`src/isam_pkg.sv`:
```
// Constants, register map and state encoding for the I2C slave address matcher.
// Assumes a 20 MHz system clock and a 32-bit AXI4-Lite register bus.
package isam_pkg;

  // ==========================================================================
  // Register byte offsets
  localparam logic [7:0] OFF_CTRL = 8'h00;
  localparam logic [7:0] OFF_OWN = 8'h04;
  localparam logic [7:0] OFF_MASK = 8'h08;
  localparam logic [7:0] OFF_RXBUF = 8'h0C;
  localparam logic [7:0] OFF_STAT = 8'h10;
  localparam logic [7:0] OFF_IEN = 8'h14;
  localparam logic [7:0] OFF_STATE = 8'h18;

  // ==========================================================================
  // Control field positions
  localparam int CTRL_EN = 0;
  localparam int CTRL_GC_EN = 1;
  localparam int CTRL_HOLD_EN = 2;
  localparam int CTRL_TEN = 3;
  localparam int CTRL_ACKV = 4;
  localparam int CTRL_REL = 5;

  // ==========================================================================
  // Status and interrupt enable field positions
  localparam int SB_ADDR = 0;
  localparam int SB_GC = 1;
  localparam int SB_RX = 2;
  localparam int SB_STOP = 3;

  // ==========================================================================
  // Values after reset
  localparam logic [4:0] CTRL_RST = 5'h00;
  localparam logic [9:0] OWN_RST = 10'h000;
  localparam logic [7:0] MASK_RST = 8'hFF;
  localparam logic [3:0] IEN_RST = 4'h0;
  localparam logic [3:0] STAT_RST = 4'h0;

  // ==========================================================================
  // Bus protocol values and bit counts
  localparam logic [7:0] GC_ADDR = 8'h00;
  localparam logic [4:0] TEN_HDR = 5'h1E;
  localparam logic [3:0] CNT_BYTE = 4'h8;
  localparam logic [3:0] CNT_ACK = 4'h9;
  localparam logic [1:0] RESP_OKAY = 2'h0;
  localparam logic [1:0] RESP_SLVERR = 2'h2;

  // ==========================================================================
  // Link state, Gray coded along idle, address, ack, data
  typedef enum logic [2:0] {
    ST_IDLE = 3'b000,
    ST_ADDR = 3'b001,
    ST_ACK = 3'b011,
    ST_DATA = 3'b010,
    ST_ADDR2 = 3'b110,
    ST_SKIP = 3'b100
  } isam_state_t;

endpackage

```
`src/isam_sync.sv`:
```
// Two-flop synchroniser for the bus pins.
// Assumes inputs are asynchronous to clk; only q may be read by other logic.
`timescale 1ns/1ps
module isam_sync #(
  parameter int W = 2
) (
  input wire logic clk, // System clock
  input wire logic rst_n, // Synchronous reset, active low
  input wire logic [W-1:0] d, // Asynchronous inputs
  output logic [W-1:0] q // Synchronised outputs
);

  logic [W-1:0] meta_r;
  logic [W-1:0] q_r;

  always_ff @(posedge clk) begin
    if (!rst_n) begin
      meta_r <= '1;
      q_r <= '1;
    end else begin
      meta_r <= d;
      q_r <= meta_r;
    end
  end

  assign q = q_r;

endmodule

```
`src/isam_top.sv`:
```
// I2C slave address recognition with general call, address mask and address hold.
// Assumes SCL/SDA arrive asynchronously and are resolved as open drain by the bench.
//
// Functional notes
// - Received address 0x00 is the general call, addressing every slave.
// - With general call enabled, general call is acked regardless of own address; with address hold on, the code acks only if CTRL_ACKV is clear at release.
// - With general call enabled, all-zero address with write bit clear raises an interrupt event.
// - Ten-bit mode: general call leaves update-address flag clear; next byte is data.
// - Address hold enabled: SCL held low after eighth falling edge until released.
// - A zero mask bit makes that received address bit a don't-care.
// - Mask resets to all ones on every reset.
// - Seven-bit mode: mask applies to received address bits 7 to 1.
// - Ten-bit mode: mask applies to low byte bits 7 to 0 only.
//
// The register addresses and register access over AXI4-Lite were left to the implementer.
`timescale 1ns/1ps
module isam_top
  import isam_pkg::*;
(
  input wire logic aclk, // System clock, 20 MHz
  input wire logic aresetn, // Synchronous reset, active low
  input wire logic [7:0] s_axi_awaddr, // Write address
  input wire logic s_axi_awvalid, // Write address valid
  output logic s_axi_awready, // Write address ready
  input wire logic [31:0] s_axi_wdata, // Write data
  input wire logic [3:0] s_axi_wstrb, // Write byte strobes
  input wire logic s_axi_wvalid, // Write data valid
  output logic s_axi_wready, // Write data ready
  output logic [1:0] s_axi_bresp, // Write response
  output logic s_axi_bvalid, // Write response valid
  input wire logic s_axi_bready, // Write response ready
  input wire logic [7:0] s_axi_araddr, // Read address
  input wire logic s_axi_arvalid, // Read address valid
  output logic s_axi_arready, // Read address ready
  output logic [31:0] s_axi_rdata, // Read data
  output logic [1:0] s_axi_rresp, // Read response
  output logic s_axi_rvalid, // Read data valid
  input wire logic s_axi_rready, // Read data ready
  input wire logic scl_i, // SCL level on the bus
  output logic scl_o, // SCL drive level, always low
  output logic scl_oe, // SCL pulled low while high
  input wire logic sda_i, // SDA level on the bus
  output logic sda_o, // SDA drive level, always low
  output logic sda_oe, // SDA pulled low while high
  output logic irq // Level interrupt
);

  // ==========================================================================
  // Helpers
  function automatic logic masked_eq(input logic [7:0] a, input logic [7:0] b, input logic [7:0] m);
    masked_eq = ((a ^ b) & m) == 8'h00;
  endfunction

  function automatic logic reg_known(input logic [7:0] a);
    reg_known = (a == OFF_CTRL) || (a == OFF_OWN) || (a == OFF_MASK) || (a == OFF_RXBUF) ||
                (a == OFF_STAT) || (a == OFF_IEN) || (a == OFF_STATE);
  endfunction

  // ==========================================================================
  // Pin sampling and bus events
  logic [1:0] pin_s;
  logic scl_s, sda_s, scl_d_r, sda_d_r;
  logic ev_rise, ev_fall, ev_start, ev_stop, byte_done, gc_now, hi_now;

  isam_sync #(.W(2)) u_sync (
    .clk(aclk),
    .rst_n(aresetn),
    .d({scl_i, sda_i}),
    .q(pin_s)
  );

  assign scl_s = pin_s[1];
  assign sda_s = pin_s[0];
  assign ev_rise = scl_s & ~scl_d_r;
  assign ev_fall = ~scl_s & scl_d_r;
  assign ev_start = scl_s & scl_d_r & ~sda_s & sda_d_r;
  assign ev_stop = scl_s & scl_d_r & sda_s & ~sda_d_r;

  // ==========================================================================
  // Register state
  logic [4:0] ctrl_r, ctrl_nxt;
  logic [9:0] own_r, own_nxt;
  logic [7:0] mask_r, mask_nxt;
  logic [3:0] ien_r, ien_nxt;
  logic [3:0] status_r, status_nxt;
  logic irq_r, irq_nxt;
  logic rel_pulse;
  logic [3:0] ev_set;

  // ==========================================================================
  // Link state
  isam_state_t st_r, st_nxt, dest_r, dest_nxt, dest_c;
  logic [3:0] cnt_r, cnt_nxt;
  logic [7:0] sr_r, sr_nxt, rxbuf_r, rxbuf_nxt;
  logic hold_r, hold_nxt, sda_oe_r, sda_oe_nxt, upd_r, upd_nxt, hit_c, zero_r;

  assign gc_now = (sr_r == GC_ADDR) && ctrl_r[CTRL_GC_EN];
  assign hi_now = sr_r[7:1] == {TEN_HDR, own_r[9:8]};
  assign byte_done = ev_fall && (cnt_r == CNT_BYTE);

  always_comb begin
    st_nxt = st_r;
    cnt_nxt = cnt_r;
    sr_nxt = sr_r;
    dest_nxt = dest_r;
    hold_nxt = hold_r;
    sda_oe_nxt = sda_oe_r;
    upd_nxt = upd_r;
    rxbuf_nxt = rxbuf_r;
    ev_set = 4'h0;
    hit_c = 1'b0;
    dest_c = ST_DATA;
    if (!ctrl_r[CTRL_EN] || ev_stop) begin
      ev_set[SB_STOP] = ev_stop && (st_r != ST_IDLE);
      st_nxt = ST_IDLE;
      sda_oe_nxt = 1'b0;
      hold_nxt = 1'b0;
    end else if (ev_start) begin
      st_nxt = ST_ADDR;
      cnt_nxt = 4'h0;
      sda_oe_nxt = 1'b0;
      hold_nxt = 1'b0;
      upd_nxt = 1'b0;
    end else if (hold_r) begin
      if (rel_pulse) begin
        hold_nxt = 1'b0;
        sda_oe_nxt = ~ctrl_r[CTRL_ACKV];
        upd_nxt = 1'b0;
      end
    end else begin
      unique case (st_r)
        ST_IDLE, ST_SKIP: begin
        end
        ST_ADDR, ST_ADDR2, ST_DATA: begin
          if (ev_rise && (cnt_r < CNT_BYTE)) begin
            sr_nxt = {sr_r[6:0], sda_s};
            cnt_nxt = cnt_r + 4'h1;
          end else if (byte_done) begin
            if (st_r == ST_DATA) begin
              hit_c = 1'b1;
              rxbuf_nxt = sr_r;
              ev_set[SB_RX] = 1'b1;
            end else if (st_r == ST_ADDR && gc_now) begin
              hit_c = 1'b1;
              ev_set[SB_GC] = 1'b1;
            end else if (st_r == ST_ADDR && ctrl_r[CTRL_TEN]) begin
              hit_c = hi_now;
              dest_c = sr_r[0] ? ST_SKIP : ST_ADDR2;
              upd_nxt = hi_now;
            end else if (st_r == ST_ADDR) begin
              hit_c = masked_eq({sr_r[7:1], 1'b0}, {own_r[6:0], 1'b0}, {mask_r[7:1], 1'b0});
              dest_c = sr_r[0] ? ST_SKIP : ST_DATA;
              ev_set[SB_ADDR] = hit_c;
            end else begin
              hit_c = masked_eq(sr_r, own_r[7:0], mask_r);
              upd_nxt = hit_c;
              ev_set[SB_ADDR] = hit_c;
            end
            dest_nxt = dest_c;
            if (!hit_c) begin
              st_nxt = ST_SKIP;
            end else begin
              st_nxt = ST_ACK;
              if (st_r == ST_DATA) begin
                sda_oe_nxt = ~ctrl_r[CTRL_ACKV];
              end else if (ctrl_r[CTRL_HOLD_EN]) begin
                hold_nxt = 1'b1;
              end else begin
                sda_oe_nxt = 1'b1;
              end
            end
          end
        end
        ST_ACK: begin
          if (ev_rise) begin
            cnt_nxt = CNT_ACK;
          end else if (ev_fall && (cnt_r == CNT_ACK)) begin
            cnt_nxt = 4'h0;
            sda_oe_nxt = 1'b0;
            st_nxt = dest_r;
          end
        end
        default: begin
          st_nxt = ST_IDLE;
        end
      endcase
    end
  end

  always_ff @(posedge aclk) begin
    if (!aresetn) begin
      st_r <= ST_IDLE;
      dest_r <= ST_IDLE;
      cnt_r <= 4'h0;
      sr_r <= 8'h00;
      rxbuf_r <= 8'h00;
      hold_r <= 1'b0;
      sda_oe_r <= 1'b0;
      upd_r <= 1'b0;
      scl_d_r <= 1'b1;
      sda_d_r <= 1'b1;
      zero_r <= 1'b0;
    end else begin
      st_r <= st_nxt;
      dest_r <= dest_nxt;
      cnt_r <= cnt_nxt;
      sr_r <= sr_nxt;
      rxbuf_r <= rxbuf_nxt;
      hold_r <= hold_nxt;
      sda_oe_r <= sda_oe_nxt;
      upd_r <= upd_nxt;
      scl_d_r <= scl_s;
      sda_d_r <= sda_s;
      zero_r <= 1'b0;
    end
  end

  // ==========================================================================
  // AXI4-Lite slave and registers
  logic aw_got_r, aw_got_nxt, w_got_r, w_got_nxt;
  logic [7:0] awaddr_r, awaddr_nxt;
  logic [31:0] wdata_r, wdata_nxt;
  logic [3:0] wstrb_r, wstrb_nxt;
  logic awready_r, awready_nxt, wready_r, wready_nxt, arready_r, arready_nxt;
  logic bvalid_r, bvalid_nxt, rvalid_r, rvalid_nxt;
  logic [1:0] bresp_r, bresp_nxt, rresp_r, rresp_nxt;
  logic [31:0] rdata_r, rdata_nxt, rd_mux;
  logic wr_go, rd_go;

  assign wr_go = aw_got_r && w_got_r && !bvalid_r;
  assign rd_go = s_axi_arvalid && arready_r;
  assign rel_pulse = wr_go && (awaddr_r == OFF_CTRL) && wstrb_r[0] && wdata_r[CTRL_REL];

  always_comb begin
    unique case (s_axi_araddr)
      OFF_CTRL: rd_mux = {27'h0, ctrl_r};
      OFF_OWN: rd_mux = {22'h0, own_r};
      OFF_MASK: rd_mux = {24'h0, mask_r};
      OFF_RXBUF: rd_mux = {24'h0, rxbuf_r};
      OFF_STAT: rd_mux = {28'h0, status_r};
      OFF_IEN: rd_mux = {28'h0, ien_r};
      OFF_STATE: rd_mux = {27'h0, hold_r, upd_r, st_r};
      default: rd_mux = 32'h0;
    endcase
  end

  always_comb begin
    aw_got_nxt = aw_got_r;
    w_got_nxt = w_got_r;
    awaddr_nxt = awaddr_r;
    wdata_nxt = wdata_r;
    wstrb_nxt = wstrb_r;
    bvalid_nxt = bvalid_r;
    bresp_nxt = bresp_r;
    rvalid_nxt = rvalid_r;
    rresp_nxt = rresp_r;
    rdata_nxt = rdata_r;
    ctrl_nxt = ctrl_r;
    own_nxt = own_r;
    mask_nxt = mask_r;
    ien_nxt = ien_r;
    status_nxt = status_r;
    if (s_axi_awvalid && awready_r) begin
      aw_got_nxt = 1'b1;
      awaddr_nxt = s_axi_awaddr;
    end
    if (s_axi_wvalid && wready_r) begin
      w_got_nxt = 1'b1;
      wdata_nxt = s_axi_wdata;
      wstrb_nxt = s_axi_wstrb;
    end
    if (bvalid_r && s_axi_bready) begin
      bvalid_nxt = 1'b0;
    end
    if (wr_go) begin
      aw_got_nxt = 1'b0;
      w_got_nxt = 1'b0;
      bvalid_nxt = 1'b1;
      bresp_nxt = reg_known(awaddr_r) ? RESP_OKAY : RESP_SLVERR;
      if (wstrb_r[0]) begin
        unique case (awaddr_r)
          OFF_CTRL: ctrl_nxt = wdata_r[4:0];
          OFF_OWN: own_nxt[7:0] = wdata_r[7:0];
          OFF_MASK: mask_nxt = wdata_r[7:0];
          OFF_IEN: ien_nxt = wdata_r[3:0];
          default: begin
          end
        endcase
      end
      if (wstrb_r[1] && (awaddr_r == OFF_OWN)) begin
        own_nxt[9:8] = wdata_r[9:8];
      end
    end
    if (rvalid_r && s_axi_rready) begin
      rvalid_nxt = 1'b0;
    end
    if (rd_go) begin
      rvalid_nxt = 1'b1;
      rdata_nxt = rd_mux;
      rresp_nxt = reg_known(s_axi_araddr) ? RESP_OKAY : RESP_SLVERR;
      if (s_axi_araddr == OFF_STAT) begin
        status_nxt = 4'h0;
      end
    end
    status_nxt = status_nxt | ev_set;
    irq_nxt = |(status_nxt & ien_nxt);
    awready_nxt = !aw_got_nxt && !bvalid_nxt;
    wready_nxt = !w_got_nxt && !bvalid_nxt;
    arready_nxt = !rvalid_nxt;
  end

  always_ff @(posedge aclk) begin
    if (!aresetn) begin
      aw_got_r <= 1'b0;
      w_got_r <= 1'b0;
      awaddr_r <= 8'h00;
      wdata_r <= 32'h0;
      wstrb_r <= 4'h0;
      awready_r <= 1'b0;
      wready_r <= 1'b0;
      arready_r <= 1'b0;
      bvalid_r <= 1'b0;
      bresp_r <= RESP_OKAY;
      rvalid_r <= 1'b0;
      rresp_r <= RESP_OKAY;
      rdata_r <= 32'h0;
      ctrl_r <= CTRL_RST;
      own_r <= OWN_RST;
      mask_r <= MASK_RST;
      ien_r <= IEN_RST;
      status_r <= STAT_RST;
      irq_r <= 1'b0;
    end else begin
      aw_got_r <= aw_got_nxt;
      w_got_r <= w_got_nxt;
      awaddr_r <= awaddr_nxt;
      wdata_r <= wdata_nxt;
      wstrb_r <= wstrb_nxt;
      awready_r <= awready_nxt;
      wready_r <= wready_nxt;
      arready_r <= arready_nxt;
      bvalid_r <= bvalid_nxt;
      bresp_r <= bresp_nxt;
      rvalid_r <= rvalid_nxt;
      rresp_r <= rresp_nxt;
      rdata_r <= rdata_nxt;
      ctrl_r <= ctrl_nxt;
      own_r <= own_nxt;
      mask_r <= mask_nxt;
      ien_r <= ien_nxt;
      status_r <= status_nxt;
      irq_r <= irq_nxt;
    end
  end

  assign s_axi_awready = awready_r;
  assign s_axi_wready = wready_r;
  assign s_axi_bvalid = bvalid_r;
  assign s_axi_bresp = bresp_r;
  assign s_axi_arready = arready_r;
  assign s_axi_rvalid = rvalid_r;
  assign s_axi_rresp = rresp_r;
  assign s_axi_rdata = rdata_r;
  assign scl_o = zero_r;
  assign scl_oe = hold_r;
  assign sda_o = zero_r;
  assign sda_oe = sda_oe_r;
  assign irq = irq_r;

  logic addr7_c, gc_ev_c;
  assign addr7_c = byte_done && ctrl_r[CTRL_EN] && (st_r == ST_ADDR) && !ctrl_r[CTRL_TEN] && !gc_now;
  assign gc_ev_c = byte_done && ctrl_r[CTRL_EN] && (st_r == ST_ADDR) && (sr_r == GC_ADDR) && ctrl_r[CTRL_GC_EN];
endmodule

```
`config.mk`:
```
export PLATFORM = sky130hd
export DESIGN_NAME = isam_top
export DESIGN_NICKNAME = d
export VERILOG_FILES = /design/src/isam_pkg.sv /design/src/isam_sync.sv /design/src/isam_top.sv
export SDC_FILE = /design/constraint.sdc
export NUM_CORES = 1
export LEC_CHECK = 0
export BUFFER_PORTS_ARGS = -buffer_cell sky130_fd_sc_hd__buf_2
export CORE_MARGIN = 2
export CORE_UTILIZATION = 30
export CTS_CLUSTER_SIZE = 20
export DETAILED_ROUTE_END_ITERATION = 8
export HOLD_SLACK_MARGIN = 0.08
export PLACE_DENSITY = 0.51
export SETUP_SLACK_MARGIN = 0.05
export SYNTH_ARGS = -nofsm -noshare
export SYNTH_HDL_FRONTEND = slang
export SYNTH_SLANG_ARGS = --single-unit
```
`constraint.sdc`:
```
create_clock -name aclk -period 1.9 [get_ports aclk]
set_input_delay 0.095 -clock aclk [delete_from_list [all_inputs] [get_ports aclk]]
set_output_delay 0.095 -clock aclk [all_outputs]
set_load 0.05 [all_outputs]
```
* Word level (Yosys, flattened, before mapping)
Cells that the tools add are included.
** Cells by class
- Add/sub/neg operators :: 1
- Order comparisons :: 1
- Equality and inequality tests :: 44
- Mux-type cells :: 86
- Bitwise operators :: 24
- Reductions and logical operators :: 67
** Operator list (count)
- 10-bit one-hot mux with 7 select lines :: 1
- 1-bit two-way mux :: 52
- 8-bit by 5-bit == test with 1-bit output (second input constant) :: 6
- 3-bit two-way mux :: 16
- 3-bit inequality test (second input constant) :: 14
- 8-bit logical NOT :: 5
- 4-bit two-way mux :: 10
- 8-bit by 4-bit == test with 1-bit output (second input constant) :: 4
- 1-bit logical AND :: 20
- 6-bit AND reduction :: 3
- 8-bit AND :: 2
- 8-bit by 3-bit == test with 1-bit output (second input constant) :: 2
- 8-bit AND reduction :: 2
- 8-bit bitwise XOR :: 2
- 3-bit nonzero test :: 5
- 2-bit inequality test (second input constant) :: 7
- 1-bit logical OR :: 13
- 4-bit inequality test (second input constant) :: 3
- 1-bit NOT :: 11
- 5-bit AND reduction :: 2
- 3-bit one-hot mux with 3 select lines :: 1
- 3-bit AND reduction :: 3
- 4-bit == test (second input constant) :: 2
- 2-bit two-way mux :: 4
- other kinds (18) :: 33
** Storage, ports and cells
- Register bits :: 130
- Bits of input ports :: 61
- Output and inout bits :: 46

* Depth between registers and ports, before layout
Gate-level depths: netlist of run 1.
- Depth after elaboration :: 19
- Depth in mapped cells :: 10
- Gate-level depth less buffers :: 8

* Modules after synthesis
From an unflattened synthesis of run 1, not the netlist that was laid out.
** Second synthesis, totals
- Cell total of the unflattened synthesis :: 596
- Area, all modules :: 5161.2 µm²
** By module, submodules not included
- isam_top :: times used 1, cells each 588, area each 5056.1 µm², sequential area each 2021.9 µm²
- isam_sync :: times used 1, cells each 8, area each 105.1 µm², sequential area each 80.1 µm²

* Worst setup path before layout of run 1
No wires, ideal clock.
- Path type :: reg2reg
- Start :: register arready_r (netlist: s_axi_arready)
- End :: register irq_r (netlist: irq)
- Setup time :: 128 ps
- Arrival time :: 1973 ps
- Slack :: -201 ps
- Stages on the path, launching flop included :: 7
- Buffers on the path :: 0
- Period minus slack after synthesis :: 2101 ps
- Path through :: dfxtp_1 nand2_1 or4b_2 a21oi_1 o22ai_1 nand2_1 o211ai_1
** Between the ends
- Cells in the longest elaborated chain, start to end :: 5
** Ends and longest elaborated chain
- start: declaration :: line isam_top.sv:224 : logic awready_r, awready_nxt, wready_r, wready_nxt, arready_r, arready_nxt;
- start signal: assignment :: line isam_top.sv:341 : arready_r <= arready_nxt;
- 1-bit logical AND :: line isam_top.sv:231 : assign rd_go = s_axi_arvalid && arready_r;
- 4-bit two-way mux :: line isam_top.sv:297 : if (rd_go) begin
- 4-bit bitwise OR :: line isam_top.sv:305 : status_nxt = status_nxt | ev_set;
- 4-bit AND :: line isam_top.sv:306 : irq_nxt = |(status_nxt & ien_nxt);
- 4-bit OR reduction :: line isam_top.sv:306
- end signal: assignment :: line isam_top.sv:352 : irq_r <= irq_nxt;
- end: declaration :: line isam_top.sv:86 : logic irq_r, irq_nxt;
Every way passes these cells.
A chain may end at the register's enable or synchronous reset.

* Worst setup path in the final report of run 1
- Start :: register awaddr_r[0]
- End :: register sda_oe_r (netlist: sda_oe)
** Between the ends
- Cells in the longest elaborated chain, start to end :: 6
** Ends and longest elaborated chain
- start: declaration :: line isam_top.sv:221 : logic [7:0] awaddr_r, awaddr_nxt;
- start signal: assignment :: line isam_top.sv:336 : awaddr_r <= awaddr_nxt;
- 8-bit logical NOT :: line isam_top.sv:232 : assign rel_pulse = wr_go && (awaddr_r == OFF_CTRL) && wstrb_r[0] && wdata_r[CTRL_REL];
- 1-bit logical AND (3 in a row) :: line isam_top.sv:232
- 2-bit inequality test (no source line)
- 8-bit AND reduction (no source line)
- end signal: assignment :: line isam_top.sv:210 : sda_oe_r <= sda_oe_nxt;
- end: declaration :: line isam_top.sv:95 : logic hold_r, hold_nxt, sda_oe_r, sda_oe_nxt, upd_r, upd_nxt, hit_c, zero_r;
Every way passes these cells.

==> metrics.md, run 1 <==
| Metric | Value |
|---|---|
| Total Power | 4.47 mW |
| Clock tree buffer depth | 2 |
| Top-area cell type share of the netlist area | 40.1% |
| Fin Clk Skew | 6.27 ps |
| Flops & latches, synth | 105 |
| GR peak layer | met2 |
| Core Area | 17200 um2 |
| Min-Delay Endpoint | s_axi_rresp[1] |
| Largest net degree at the start of global routing | 37 |
| Period minus WS final | 2100 ps |
| Die Wd | 136 um |
| RSZ-0062 raised after global routing | true |
| First-pass GRT wire length | 22.6 mm |
| Vias per inst | 4.72 |
| Gr usage total | 15.8% |
| Beginning of the worst hold path | s_axi_arvalid |
| Initial antenna violation count | 0 |
| Fraction of registers with async set/reset | 0% |
| Syn Inst Count | 597 |
| P per Cell Area | 657 nW/um2 |
| Comb power frac | 9.7% |
| Share of cells above drive strength 1 | 26.8% |
| Clk_lat worst skew | 360 ps |
| Yosys warning count | 0 |
| Nets | 786 |
| Vias | 4495 |
| Pint | 3.31 mW |
| I/O pin cnt | 107 |
| Clk network pwr share | 39.5% |
| Final Max Slew Viols | 0 |
| Hold path cells | 3 |
| Port-buffer cells | 56 |
| Final-report hold violation count | 0 |
| Multi-input gate area | 3000 um2 |
| R2r endpoint | sda_oe |
| DRC Markers | 0 |
| Crit Path Class | register to register |
| Final Util | 39.6% |
| Ys flop type | dfxtp_1 |
| DP HPWL | 10.6 mm |
| Worst reg2reg startpoint | awaddr_r[0] |
| Clk slew on worst S/H paths | 70 ps |
| Area of the mapped netlist | 5240 um2 |
| N_diodes | 0 |
| Slew Limit Headroom | 60.9% |
| WL/cell | 14.9 um |
| Dominant cells by area after synthesis | dfxtp_1 (40%), mux2i_1 (7.8%), nand2_1 (6.5%) |
| Failing checks | negative setup slack |
| Mean Syn Cell Area | 8.78 um2 |
| # rows | 48 |
| Final setup viols | 22 |
| Post-DRT Antenna Nets | 0 |
| Grt total ovfl | 0 |
| Num CTS Buffers | 9 |
| Leakage | 2.84 nW |
| Crit share post-route | 110% |
| Setup crit end kind | register |
| CTS tree | done |
| Area leader, netlist | dfxtp_1 |
| Number of DRC markers in iteration 0 | 285 |
| Die area | 18500 um2 |
| Pre-CTS setup slack | -200 ps |
| Die height | 136 um |
| First-pass DRT Iterations | 4 |
| Detailed-route wire length | 14.2 mm |
| Worst Tran Pin Value | 586 ps |
| Most common cell after layout, fill and taps aside | dfxtp_1 |
| Distinct cells, synth | 52 |
| R2r worst-path depth | 7 |
| Max VDD drop | 0.428 mV |
| H-tree levels | 3 |
| Gpl congestion | 0.844 |
| FF/Latch Area | 2120 um2 |
| Met3 Use GR | 3.36% |
| Worst Path Max Fanout | 2 |
| Met1 Usage GRT | 20.9% |
| Clk sinks | 105 |
| Reg2Reg Setup Slack | -200 ps |
| Initial Util | 30.5% |
| Area grow syn2layout | 29.8% |
| Hold Crit Class | primary input to register |
| Fmax | 0.477 GHz |
| Number of max-cap violations | 0 |
| WP data required | 2140 ps |
| Nature of the critical path startpoint | register |
| Commonest cells after routing, fill and taps aside | dfxtp_1 (96), nand2_1 (89), buf_4 (68) |
| Number of synthesized flops with an enable pin | 0 |
| Met2 Resource Use GR | 25.7% |
| Worst Path Arrival | 2340 ps |
| Net switching fraction of the power | 25.9% |
| Fillers | 1776 |
| Switching power | 1.16 mW |
| Smallest setup slack after layout | -196 ps |
| Seq pwr share | 50.8% |
| CTS root buf | clkbuf_16 |
| Status | finished, violations left |
| Number of global-route vias before repair | 4433 |
| Sequential element share of the synthesized area | 40.1% |
[power by group through the flow]
stage               Combinational, mW  Sequential, mW  Clock [mW]
floorplan                       0.308            2.35           0
global placement                0.383            2.32           0
detailed placement              0.389            2.33           0
CTS                             0.436            2.27        1.81
global route                    0.471            2.28        1.90
finish                          0.434            2.27        1.77
[cells by family after synthesis]
kind of cell,after synthesis,share of synthesized area (%)
and+or+nand+nor,233,23.6
AOI/OAI and AO/OA,116,14.8
DFF,105,40.1
buffers and inverters,72,7.07
muxes,50,10.8
xor gates and xnor gates,17,2.84
adders and majority gates,3,0.716
other,1,0.0715
[layout make-up]
class	count	area share, %
Clock buffer	12	3.62
Multi-Input combinational cell	445	44.1
Sequential cell	105	31.2
Timing Repair Buffer	154	16.2
Inverter	7	0.386
Clock inverter	4	0.386
Tap cell	225	4.14
[layer usage]
layer	vias up	part of all wire (%)
li1	2271	-
met1	2084	48
met2	124	46
met3	16	4.6
met4	0	1.8
met5	-	0
[synth_stat cells, types with 12 or more instances]
master / n
mux2i_1: 41
a21boi_0: 34
nor2b_1: 50
clkbuf_1: 37
a22oi_1: 18
dfxtp_1: 105
buf_4: 26
o21ai_0: 13
xor2_1: 17
a21oi_1: 26
nor2_1: 22
nand2b_1: 12
nand2_1: 91
[metrics by stage]
stage                     area [um2]  hold slack [ps]  TNS (ps)  cells
after floorplan                 5340              196      -952    622
after global placement          6050              276      -986    902
after detailed placement        6050              281     -2480    902
final                           6810             95.3     -1490    952
after global routing            6810              125     -4520    952
after CTS                       6730             83.4     -1610    947
[worst max-delay path, stage by stage, from the launching register on]
cell and delay [ps]:
dfxtp_1 310, or4_4 540, buf_4 160, nor3_4 200
nand4_1 270, buf_4 220, a21boi_2 160, mux2i_1 120
[worst max-delay path by stage]
stage                      from      to  slack, ps  depth (start not counted)
floorplan           awaddr_r[0]     irq        -70                          7
global placement    awaddr_r[0]  scl_oe       -170                          7
detailed placement  awaddr_r[0]     irq       -200                          7
CTS                 awaddr_r[0]     irq       -190                          7
global route        awaddr_r[0]  sda_oe       -260                          7
finish              awaddr_r[0]  sda_oe       -200                          7
[registers in the layout, indices dropped and copies added, names as in the netlist, 3 cells and up]
name and cells:
own_r 10, status_r 4, s_axi_rdata 10, ctrl_r 5
ien_r 4, rxbuf_r 8, sr_r 8, mask_r 8
wdata_r 10, awaddr_r 8, st_r 3, cnt_r 4
[repair_timing]
item	in CTS	in global routing
endpoints found under the setup margin	35	47
pin swaps	8	9
gates resized for setup	33	13
buffers inserted	5	4
hold endpoints to repair	24	0
hold buffers	24	0
gates cloned	0	1
Note: power is estimated with default switching activity, not from simulation.
==> run 2: changes to the inputs <==
--- a/config.mk
+++ b/config.mk
@@ -15,4 +15,5 @@
 export SETUP_SLACK_MARGIN = 0.05
 export SYNTH_ARGS = -nofsm -noshare
 export SYNTH_HDL_FRONTEND = slang
+export SYNTH_HIERARCHICAL = 1
 export SYNTH_SLANG_ARGS = --single-unit
==> metrics.md, run 2 <==
| Metric | Value |
|---|---|
| Status | finished, violations left |
| Failing checks | negative setup slack |
| Worst Path Max Fanout | 3 |
| Dominant cells by area after synthesis | dfxtp_1 (41%), mux2i_1 (10%), nand2_1 (5.2%) |
| Share of cells above drive strength 1 | 28.2% |
| Crit share post-route | 119% |
| Top routing layer used | met4 |
| Syn Inst Count | 596 |
| Die height | 135 um |
| Nature of the critical path startpoint | register |
| Area leader, netlist | dfxtp_1 |
| Main combinational cell family by area after synthesis | simple AND/OR/NAND/NOR gates |
| Number of global-route vias before repair | 4561 |
| Post-synthesis mux area share | 11.6% |
| Area grow syn2layout | 34.1% |
| Core Area | 16700 um2 |
| Clk sinks | 105 |
| Final setup TNS | -6200 ps |
| Worst Tran Pin Value | 609 ps |
| Simple logic cell fraction of the synthesized area | 22.2% |
| Number of synthesized flops with an enable pin | 0 |
| Top-area cell type share of the netlist area | 40.7% |
| Compound-Gate Fraction of Synth Area | 14.6% |
| H-tree levels | 3 |
| Number of max-cap violations | 0 |
| Wl on met1 | 6.54 mm |
| Final-report hold violation count | 0 |
| N_diodes | 0 |
| CTS tree | done |
| DRC Markers | 0 |
| Gr usage total | 16.3% |
| Die Wd | 135 um |
| Sequential element share of the synthesized area | 40.7% |
| Fin Clk Skew | 5.47 ps |
| Inst Count DP | 906 |
| Most common cell after layout, fill and taps aside | dfxtp_1 |
| Yosys warning count | 6 |
| Leakage | 2.85 nW |
| WP data required | 2160 ps |
| Nets | 796 |
| Commonest cells after routing, fill and taps aside | dfxtp_1 (97), nand2_1 (71), buf_4 (71) |
| Post-Synth Adder-Cell Area | 0.727% |
| Slew Limit Headroom | 59.4% |
| Count leader, synth | dfxtp_1 |
| Grt total ovfl | 0 |
| Total Power | 4.75 mW |
| Max VDD drop | 0.430 mV |
| Initial antenna violation count | 0 |
| Num CTS Buffers | 9 |
| Ys flop type | dfxtp_1 |
| Met2 wire length | 7.11 mm |
| Hold Crit Class | primary input to register |
| Fraction of registers with async set/reset | 0% |
| Fin cells | 957 |
| # rows | 47 |
| Hold Slack | 199 ps |
| Flops & latches, synth | 105 |
| Mean Syn Cell Area | 8.66 um2 |
| CTS root buf | clkbuf_16 |
| Clk_lat worst skew | 350 ps |
| I/O pin cnt | 107 |
| First-pass DRT Iterations | 5 |
| Worst Path Arrival | 2520 ps |
| First-pass GRT wire length | 23.7 mm |
| Period minus WS final | 2260 ps |
| P per Cell Area | 686 nW/um2 |
| Fmax | 0.442 GHz |
| DP HPWL | 10.8 mm |
| Clock tree buffer depth | 2 |
| Synth cell count leaders | dfxtp_1 (105), nand2_1 (71), nor2_1 (68) |
| WL met3 | 612 um |
| Vias per inst | 4.92 |
| Post-synthesis xor/xnor area fraction | 2.88% |
| Distinct cells, synth | 62 |
| Vias | 4706 |
| Clk slew on worst S/H paths | 70 ps |
| Largest net degree at the start of global routing | 24 |
| Detailed-route wire length | 14.5 mm |
| Setup crit end kind | register |
| Die area | 18300 um2 |
| Area of the mapped netlist | 5160 um2 |
| Initial Util | 30.9% |
| Final Max Slew Viols | 0 |
| Number of DRC markers in iteration 0 | 223 |
| Port-buffer cells | 56 |
| WL/cell | 15.2 um |
| Crit Path Class | register to register |
| Gpl congestion | 0.882 |
| Smallest setup slack after layout | -360 ps |
| Final setup viols | 29 |
| RSZ-0062 raised after global routing | true |
| Post-DRT Antenna Nets | 0 |
[run 2: cell count changes in the layout (fill, tap and decap cells not counted), sizes merged, moves of 4 or more]
cell	change
a21boi	-34
a21oi	+16
buf	+7
dlygate4sd3	+4
mux2i	+11
mux4	-5
nand2	-20
nand4	-4
nand4b	+4
nor2	+45
nor2b	-44
[run 2: kinds of logic after synthesis]
group,after synthesis
adder cells (fa/ha/maj),3
AND/OR/NAND/NOR,225
multiplexers,59
XOR/XNOR,17
other,1
flip-flops,105
AO/OA/AOI/OAI,115
buffers and inverters,71
[run 2: cell type report]
| type | instances | area [um2] |
|---|---|---|
| Clock inverter | 6 | 90.1 |
| Timing Repair Buffer | 165 | 1220 |
| Fill cell | 1698 | 9780 |
| Tap cell | 220 | 275 |
| Sequential cell | 105 | 2110 |
| Clock buffer | 10 | 229 |
| Multi-Input combinational cell | 445 | 2970 |
| Inverter | 6 | 22.5 |
[run 2: path summary, 6_finish.rpt]
| kind | end | slack, ps | cells past startpoint | start |
|---|---|---|---|---|
| worst max register to register | upd_r | -360 | 6 | awaddr_r[5] |
| worst min-delay path | awaddr_r[0] | 200 | 4 | s_axi_awvalid |
| worst max-delay path | upd_r | -360 | 6 | awaddr_r[5] |
| worst min register to register | u_sync/q[0] | 410 | 1 | u_sync/meta_r[0] |
[run 2: routing by layer]
layer	global-route usage, %	vias to the layer above
met4	5.21	0
met5	0	-
li1	-	2317
met3	2.51	19
met1	21.5	2235
met2	27.5	135
[run 2: stage by stage]
stage	area, um2	setup slack (ps)	utilization [%]
6_report	6920	-360	41.4
3_5_place_dp	6080	-373	36.4
4_1_cts	6780	-351	40.6
2_1_floorplan	5290	-338	-
5_1_grt	6920	-405	41.4
3_3_place_gp	6080	-326	36.4
[run 2: timing repair]
action                                  CTS  global route
hold endpoints to repair                 28             0
gates resized for setup                  16            33
pin swaps                                15            18
endpoints found under the setup margin   34            52
buffers inserted                          6             3
gates cloned                              0             0
hold buffers                             28             0
[run 2: power breakdown]
group / internal (mW) / switching (mW) / total (mW)
logic: 0.153 / 0.309 / 0.462
registers: 2.24 / 0.0311 / 2.27
clock network: 1.16 / 0.853 / 2.01
total: 3.55 / 1.19 / 4.75
[run 2: worst max-delay path, stage by stage (launching register included)]
cell	delay, ps
dfxtp_2	320
or4_4	530
or3_4	420
or4_4	470
a31oi_4	170
o21ai_2	80
o32ai_2	190
